[src/design/hwt_pkg.sv]
// package: constants, request carrier and address decode for the wake timer
package hwt_pkg;

  // register data and address widths
  localparam int unsigned ADDR_W = 8;
  localparam int unsigned DATA_W = 16;

  // register offsets
  localparam logic [ADDR_W-1:0] OFS_RELOAD = 8'h00;
  localparam logic [ADDR_W-1:0] OFS_CTRL   = 8'h04;
  localparam logic [ADDR_W-1:0] OFS_COUNT  = 8'h08;

  // field positions
  localparam int unsigned CTRL_RES_BIT = 0;

  // reset values and unit count step
  localparam logic [DATA_W-1:0] RELOAD_RST = 16'h0000;
  localparam logic              CTRL_RST   = 1'b0;
  localparam logic [DATA_W-1:0] COUNT_RST  = 16'h0000;
  localparam logic [DATA_W-1:0] COUNT_ONE  = 16'h0001;

  // low-frequency clock and resolutions
  localparam int unsigned LF_CLK_HZ     = 32768;
  localparam int unsigned FINE_RES_NS   = 30500;
  localparam int unsigned COARSE_RES_MS = 125;
  localparam int unsigned COARSE_TICKS  = LF_CLK_HZ * COARSE_RES_MS / 1000;
  localparam int unsigned PRESC_W       = $clog2(COARSE_TICKS);
  localparam logic [PRESC_W-1:0] PRESC_MAX  = PRESC_W'(COARSE_TICKS - 1);
  localparam logic [PRESC_W-1:0] PRESC_ZERO = '0;

  // register bus request
  typedef struct packed {
    logic [ADDR_W-1:0] addr;
    logic              wr;
    logic              rd;
    logic [DATA_W-1:0] wdata;
  } hwt_req_s;

  // address match against one offset
  function automatic logic hwt_hit(input logic [ADDR_W-1:0] addr,
                                   input logic [ADDR_W-1:0] ofs);
    hwt_hit = (addr == ofs);
  endfunction

endpackage

[src/design/hwt_downcounter.sv]
// module: 16-bit down-counter core with done pulse
module hwt_downcounter
  import hwt_pkg::*;
(
  input  wire logic              core_clk,
  input  wire logic              rst_n,
  input  wire logic              load,
  input  wire logic [DATA_W-1:0] load_value,
  input  wire logic              dec_tick,
  output logic [DATA_W-1:0]      count,
  output logic                   enabled,
  output logic                   done
);

  logic [DATA_W-1:0] count_reg;
  logic [DATA_W-1:0] count_next;
  logic              en_reg;
  logic              en_next;
  logic              done_reg;
  logic              done_next;

  // load wins over decrement; stop at zero
  always_comb begin
    count_next = count_reg;
    en_next    = en_reg;
    done_next  = 1'b0;
    if (load) begin
      count_next = load_value;
      en_next    = (load_value != COUNT_RST);
    end else if (dec_tick && en_reg && (count_reg != COUNT_RST)) begin
      count_next = count_reg - COUNT_ONE;
      if (count_reg == COUNT_ONE) begin
        done_next = 1'b1;
        en_next   = 1'b0;
      end
    end
  end

  // counter state
  always_ff @(posedge core_clk or negedge rst_n) begin
    if (!rst_n) begin
      count_reg <= COUNT_RST;
      en_reg    <= 1'b0;
      done_reg  <= 1'b0;
    end else begin
      count_reg <= count_next;
      en_reg    <= en_next;
      done_reg  <= done_next;
    end
  end

  assign count   = count_reg;
  assign enabled = en_reg;
  assign done    = done_reg;

endmodule

[src/design/hwt_prescaler.sv]
// module: low-frequency tick detect and resolution prescaler
module hwt_prescaler
  import hwt_pkg::*;
(
  input  wire logic core_clk,
  input  wire logic rst_n,
  input  wire logic clk_32k_in,
  input  wire logic coarse_sel,
  input  wire logic restart,
  output logic      tick_32k,
  output logic      count_tick
);

  logic               lf_prev_reg;
  logic               lf_prev_next;
  logic [PRESC_W-1:0] presc_reg;
  logic [PRESC_W-1:0] presc_next;

  // rising edge of the 32 kHz source
  assign tick_32k = clk_32k_in & ~lf_prev_reg;

  // one count per edge, or one per full prescale wrap
  assign count_tick = tick_32k & (~coarse_sel | (presc_reg == PRESC_MAX));

  // prescaler next value
  always_comb begin
    lf_prev_next = clk_32k_in;
    presc_next   = presc_reg;
    if (restart) begin
      presc_next = PRESC_ZERO;
    end else if (tick_32k) begin
      presc_next = (presc_reg == PRESC_MAX) ? PRESC_ZERO : presc_reg + PRESC_W'(1);
    end
  end

  // prescaler state
  always_ff @(posedge core_clk or negedge rst_n) begin
    if (!rst_n) begin
      lf_prev_reg <= 1'b0;
      presc_reg   <= PRESC_ZERO;
    end else begin
      lf_prev_reg <= lf_prev_next;
      presc_reg   <= presc_next;
    end
  end
endmodule

[src/design/hwt_wake_timer.sv]
// module: wake timer top with register file and update staging
// Function
// - counter is sixteen bits wide and counts down toward zero
// - two resolutions: 30.5 us and 0.125 s per count
// - non-zero reload write loads counter and starts counting from it
// - wake-up event raised when running count reaches zero
// - done event only when enabled and count decrements to zero
// - counter runs from 32 kHz source through a prescaler
// - reset returns all counter logic and registers to defaults
// - sleep-enable inputs are ignored; counter keeps running
// - clock-required only during accesses and until updates reach the core
// - counting depends only on the 32 kHz source, not main oscillator; all counter state here is clocked by core_clk
// - reload at 00h, resolution at 04h, count at 08h
// - coarse resolution allows wake delays up to about two hours
// - zero reload write disables counter; no further done event
// - resolution bit one selects coarse, zero selects fine
// - count register reads present value; writes have no effect
module hwt_wake_timer
  import hwt_pkg::*;
(
  input  wire logic      core_clk,
  input  wire logic      rst_n,
  input  wire logic      clk_32k_in,
  input  wire logic      sleep_en,
  input  wire hwt_req_s  reg_req,
  output logic [DATA_W-1:0] reg_rdata,
  output logic           clk_required,
  output logic           wake_count_done_event
);

  logic [DATA_W-1:0] reload_reg;
  logic [DATA_W-1:0] reload_next;
  logic              ctrl_res_reg;
  logic              ctrl_res_next;
  logic              core_res_reg;
  logic              core_res_next;
  logic              pend_load_reg;
  logic              pend_load_next;
  logic              pend_res_reg;
  logic              pend_res_next;
  logic [DATA_W-1:0] rdata_reg;
  logic [DATA_W-1:0] rdata_next;
  logic              wr_reload;
  logic              wr_ctrl;
  logic              tick_32k;
  logic              count_tick;
  logic              core_load;
  logic [DATA_W-1:0] count;
  logic              enabled;
  logic              done;
  logic              sleep_seen;

  // sleep request has no path into the counter
  assign sleep_seen = sleep_en & 1'b0;

  // write strobes per register
  assign wr_reload = reg_req.wr & hwt_hit(reg_req.addr, OFS_RELOAD);
  assign wr_ctrl   = reg_req.wr & hwt_hit(reg_req.addr, OFS_CTRL);

  // staged reload reaches the core on a low-frequency edge
  assign core_load = pend_load_reg & tick_32k;

  // tick source and prescaler
  hwt_prescaler u_presc (
    .core_clk   (core_clk),
    .rst_n      (rst_n),
    .clk_32k_in (clk_32k_in),
    .coarse_sel (core_res_reg),
    .restart    (core_load),
    .tick_32k   (tick_32k),
    .count_tick (count_tick)
  );

  // counter core; 16 bits of 0.125 s cover over two hours
  hwt_downcounter u_cnt (
    .core_clk   (core_clk),
    .rst_n      (rst_n),
    .load       (core_load),
    .load_value (reload_reg),
    .dec_tick   (count_tick & ~sleep_seen),
    .count      (count),
    .enabled    (enabled),
    .done       (done)
  );

  // register file and staging next values
  always_comb begin
    reload_next    = reload_reg;
    ctrl_res_next  = ctrl_res_reg;
    core_res_next  = core_res_reg;
    rdata_next     = rdata_reg;
    if (wr_reload) begin
      reload_next = reg_req.wdata;
    end
    if (wr_ctrl) begin
      ctrl_res_next = reg_req.wdata[CTRL_RES_BIT];
    end
    // a new write in the apply cycle keeps its pending flag
    pend_load_next = wr_reload | (pend_load_reg & ~tick_32k);
    pend_res_next  = wr_ctrl | (pend_res_reg & ~tick_32k);
    if (pend_res_reg && tick_32k) begin
      core_res_next = ctrl_res_reg;
    end
    // read mux; count is read only, unmapped reads zero
    if (reg_req.rd) begin
      if (hwt_hit(reg_req.addr, OFS_RELOAD)) begin
        rdata_next = reload_reg;
      end else if (hwt_hit(reg_req.addr, OFS_CTRL)) begin
        rdata_next = {{(DATA_W-1){1'b0}}, ctrl_res_reg};
      end else if (hwt_hit(reg_req.addr, OFS_COUNT)) begin
        rdata_next = count;
      end else begin
        rdata_next = COUNT_RST;
      end
    end
  end

  // register file state
  always_ff @(posedge core_clk or negedge rst_n) begin
    if (!rst_n) begin
      reload_reg    <= RELOAD_RST;
      ctrl_res_reg  <= CTRL_RST;
      core_res_reg  <= CTRL_RST;
      pend_load_reg <= 1'b0;
      pend_res_reg  <= 1'b0;
      rdata_reg     <= COUNT_RST;
    end else begin
      reload_reg    <= reload_next;
      ctrl_res_reg  <= ctrl_res_next;
      core_res_reg  <= core_res_next;
      pend_load_reg <= pend_load_next;
      pend_res_reg  <= pend_res_next;
      rdata_reg     <= rdata_next;
    end
  end

  // outputs
  assign reg_rdata             = rdata_reg;
  assign wake_count_done_event = done;
  assign clk_required = reg_req.rd | reg_req.wr | pend_load_reg | pend_res_reg;
endmodule

[config.mk]
export PLATFORM = sky130hd
export DESIGN_NAME = hwt_wake_timer
export DESIGN_NICKNAME = d
export VERILOG_FILES = /design/src/design/hwt_pkg.sv /design/src/design/hwt_downcounter.sv /design/src/design/hwt_prescaler.sv /design/src/design/hwt_wake_timer.sv
export SDC_FILE = /design/constraint.sdc
export NUM_CORES = 1
export LEC_CHECK = 0
export BUFFER_PORTS_ARGS = -buffer_cell sky130_fd_sc_hd__buf_2
export CAP_MARGIN = 30
export CORE_ASPECT_RATIO = 1.1
export CORE_MARGIN = 2
export CORE_UTILIZATION = 62
export DETAILED_ROUTE_END_ITERATION = 10
export PLACE_DENSITY_LB_ADDON = 0.05
export SLEW_MARGIN = 20
export SYNTH_ARGS = -nofsm -noshare
export SYNTH_HDL_FRONTEND = slang
export SYNTH_HIERARCHICAL = 1
export SYNTH_SLANG_ARGS = --single-unit
[constraint.sdc]
create_clock -name core_clk -period 5.6 [get_ports core_clk]
set_input_delay 1.4 -clock core_clk [delete_from_list [all_inputs] [get_ports core_clk]]
set_output_delay 1.4 -clock core_clk [all_outputs]
set_load 0.03 [all_outputs]
After elaboration in Yosys (flattened, before gate mapping)
Index checks and enable logic that the tools add are counted.

Equality and inequality tests: 4. Multiplexer cells: 14. Add/subtract/negate cells: 2. Bitwise operators: 16. Reduce and logical (&&, ||, !) cells: 10.

Operators by type and width (number): 2-to-1 mux 16 bit (5); 2-to-1 mux 12 bit (3); nonzero test 16 bit (2); == test 16 x 1 -> 1 bit, second input constant (1); subtractor 16 x 1 -> 16 bit, second input constant (1); adder 12 x 1 -> 12 bit, second input constant (1); == test 12 bit, second input constant (1); == test 8 x 3 -> 1 bit, second input constant (1); == test 8 x 4 -> 1 bit, second input constant (1); logical NOT 8 bit (1); AND 1 bit (7); 2-to-1 mux 1 bit (6); bitwise OR 1 bit (6); nonzero test 2 bit (3); logical AND 1 bit (3); NOT 1 bit (3); AND reduction 2 bit (1).

Output and inout bits: 18. Logic and storage cells: 57. Bits of input ports: 30. Register bits after elaboration: 67.

Logic depth before layout (Yosys ltp)
Depth after elaboration: 7. Gate-level depth with buffers: 9. Depth with buffers taken out: 8.

Cells and area by module
Netlist, hierarchy kept.

Modules (own cells, without submodules): hwt_wake_timer (cells each 140, seq. area each 900.9 um2, area each 1686.6 um2, times used 1); hwt_downcounter (cells each 132, seq. area each 450.4 um2, area each 1162.4 um2, times used 1); hwt_prescaler (cells each 64, seq. area each 325.3 um2, area each 689.4 um2, times used 1).

Least setup slack after synthesis
Ideal clock, no wire load.

Kind: input to output. Start point: in reg_req[17] in the netlist's numbering. End point: out clk_required. Path buffers: 0. Path slack: 2114 ps. Required time: 4200 ps. Arrival time: 2086 ps. Stages on the path: 1. Cells stage by stage: or4_1.

Cells in the longest elaborated chain, start to end: 3.

RTL lines: start: declaration (line hwt_wake_timer.sv:25) `input wire hwt_req_s reg_req,`; bitwise OR 1 bit (3 in a row) (line hwt_wake_timer.sv:140) `assign clk_required = reg_req.rd | reg_req.wr | pend_load_reg | pend_res_reg;`; end: declaration (line hwt_wake_timer.sv:27) `output logic clk_required,`.

No other way between the ends.

Worst setup path in the final report
Start point: in reg_req[16] in the netlist's numbering. End point: out clk_required.

Same word-level chain as after synthesis.

==> out/metrics.yaml <==
global_route:
  grt_pass1_wl_um: 13600
  antenna_found_initial: 0
  grt_pass1_vias: 2838
  grt_max_degree: 68
  grt_use_total: 0.270
  overflow: 0
floorplan:
  die_x_um: 76.0
  die_h_um: 83.2
  placementRows: 28
  die_area_um2: 6330
  ios: 48
  design.core.area_um2: 5430
  start_util: 0.652
final_layout:
  fin_cells: 458
  syn2layout_area_growth_pct: 13.3
  drive_gt1_frac: 0.282
  fill_cells: 398
  num_antenna_cells: 0
  fin_area_um2: 4010
  final_nets: 411
setup_path:
  path_class: "in -> out"
  crit_path_end_kind: "output pin"
  max_stage_delay_ns: 0.46
  cp.arrival_ns: 2.33
  critPathLaunchType: "primary input"
  cp_max_fo: 33
  cp_common_cell: "buf_2"
  crit_slowest_cell: "or4_1"
  path_cells: "buf_2, or4_1, buf_2"
  crit_required_ns: 4.20
placement:
  dp_hpwl_um: 5260
  place_ws_ns: 1.89
  portBuffers: 46
  detailed_place.area_um2: 3790
  dp.cells: 442
  gp_congestion: 0.863
timing:
  skew_ns: 0.00893
  hold_viol_final: 0
  max_freq_ghz: 0.268
  finalMaxSlewViolations: 0
  rsz0062_at_grt: "no"
  max_slew_margin: 0.417
  fin_ws_ns: 1.87
  fin_crit_sh: 0.666
  setup_violations: 0
  worstMarginPinSlew_ns: 0.866
  period_needed_ns: 3.73
  tns_ns: 0
synth:
  ys_types: 55
  synthCells: 336
  synth_area_leaders: "dfrtp_1 47%, mux2_2 7.6%, mux2_4 3.8%"
  syn-num-nets: 369
  synth-main-ff-cell: "dfrtp_1"
  yosysTopAreaCell: "dfrtp_1"
  synth_most_common_cell: "dfrtp_1"
  syn_avg_cell_area_um2: 10.5
  ys_seq_elements: 67
  synth_top_area_share: 0.474
  synth_edf_count: 0
  netlist_area_um2: 3540
  ys_seq_area_frac: 0.474
  yosys_warnings: 6
  synth_common_cells: "67 x dfrtp_1, 28 x nand2_1, 24 x mux2_2, 23 x nor2_1, 20 x inv_1"
  ys_async_sr_fraction: 1.00
clock_network:
  cts.repair.resized: 0
  cts-htree-levels: 3
  cts_setup_buffers: 0
  clk_pin_slew_worst_paths_ns: 0.08
  cts_inserted_buffers: 9
  cts_hold_buf: 0
  cts.sinks: 67
  cts.path.max_buffers: 2
  clk_latency_ns: 0.35
  clockRootBuffer: "clkbuf_8"
  cts_tree: "yes"
drt:
  drc: 0
  first_pass_iters: 4
  wl_per_cell_um: 17.4
  vias: 2829
  antenna_left: 0
  drt_iter0_drc: 301
  drt-total-wl_um: 7980
  vias_per_cell: 6.18
pwr:
  p_total_mw: 1.36
  p_leak_nw: 1.85
  p_per_area_nw_per_um2: 339
  peakVddDrop_mv: 0.205
worst_hold_path:
  hold_class: "reg -> reg"
status:
  status: "finished, final reports clean"
job:
  maxCapViolations: 0
worst paths after layout:
check / from / to / slack, ns / depth (start not counted)
worst min-delay path: reg_rdata[10] / reg_rdata[10] / 0.52 / 2
min in group asynchronous: rst_n / u_cnt/count[10] / 1.24 / 2
max in group asynchronous: rst_n / u_cnt/count[5] / 3.82 / 2
worst min register to register: reg_rdata[10] / reg_rdata[10] / 0.52 / 2
worst max-delay path: reg_req[16] / clk_required / 1.87 / 3
worst max register to register: u_presc/presc_reg[6] / u_cnt/count[10] / 2.72 / 8
routing by layer:
metal	track usage	part of all wire
met5	0	0
met4	0.107	0.017
met3	0.0543	0.042
met2	0.451	0.52
met1	0.348	0.42
per-stage QoR:
stage	hold WS, ns	utilization
global route	0.550	0.738
detailed placement	0.517	0.699
finish	0.524	0.738
global placement	0.512	0.699
CTS	0.528	0.738
floorplan	0.480	-
where the power goes:
| part | switching (mW) | total (mW) | internal, mW |
|---|---|---|---|
| registers | 0.0975 | 0.644 | 0.547 |
| clock network | 0.186 | 0.428 | 0.242 |
| logic | 0.152 | 0.286 | 0.134 |
| total | 0.435 | 1.36 | 0.924 |
layout make-up:
| cell class | count | area, µm² | share of cell area |
|---|---|---|---|
| clock buffers | 13 | 169 | 0.0421 |
| well taps | 75 | 93.8 | 0.0234 |
| flip-flops and latches | 67 | 1680 | 0.418 |
| inverters | 21 | 78.8 | 0.0197 |
| multi-input cells | 231 | 1700 | 0.424 |
| repair buffers | 48 | 245 | 0.0612 |
| clock inverters | 3 | 45.0 | 0.0112 |
kinds of logic (layout without fill, tap and decap cells):
family	Yosys count	count (layout)	share of synthesized area
buf+inv	38	85	0.0460
xor+xnor	8	8	0.0198
flops	67	67	0.474
simple gates	120	120	0.202
mux	35	35	0.121
compound gates	65	65	0.127
fa+ha+maj	3	3	0.0106
worst max-delay path, delay by kind of cell:
| family | cells | cell delay, ns |
|---|---|---|
| buffers and inverters | 2 | 0.47 |
| and+or+nand+nor | 1 | 0.46 |
layout by cell type, fill, tap and decap left out, drive strengths merged, types with 8 or more instances in the layout:
cell | synthesis | layout
o22ai | 15 | 15
inv | 21 | 21
xor2 | 8 | 8
mux2 | 34 | 34
or4 | 11 | 11
nand2 | 28 | 28
o21ai | 12 | 12
nand3 | 10 | 10
dfrtp | 67 | 67
nor2 | 23 | 23
a31oi | 8 | 8
clkbuf | 10 | 13
nor4 | 11 | 11
buf | 7 | 48
(Power assumes the default switching activity.)
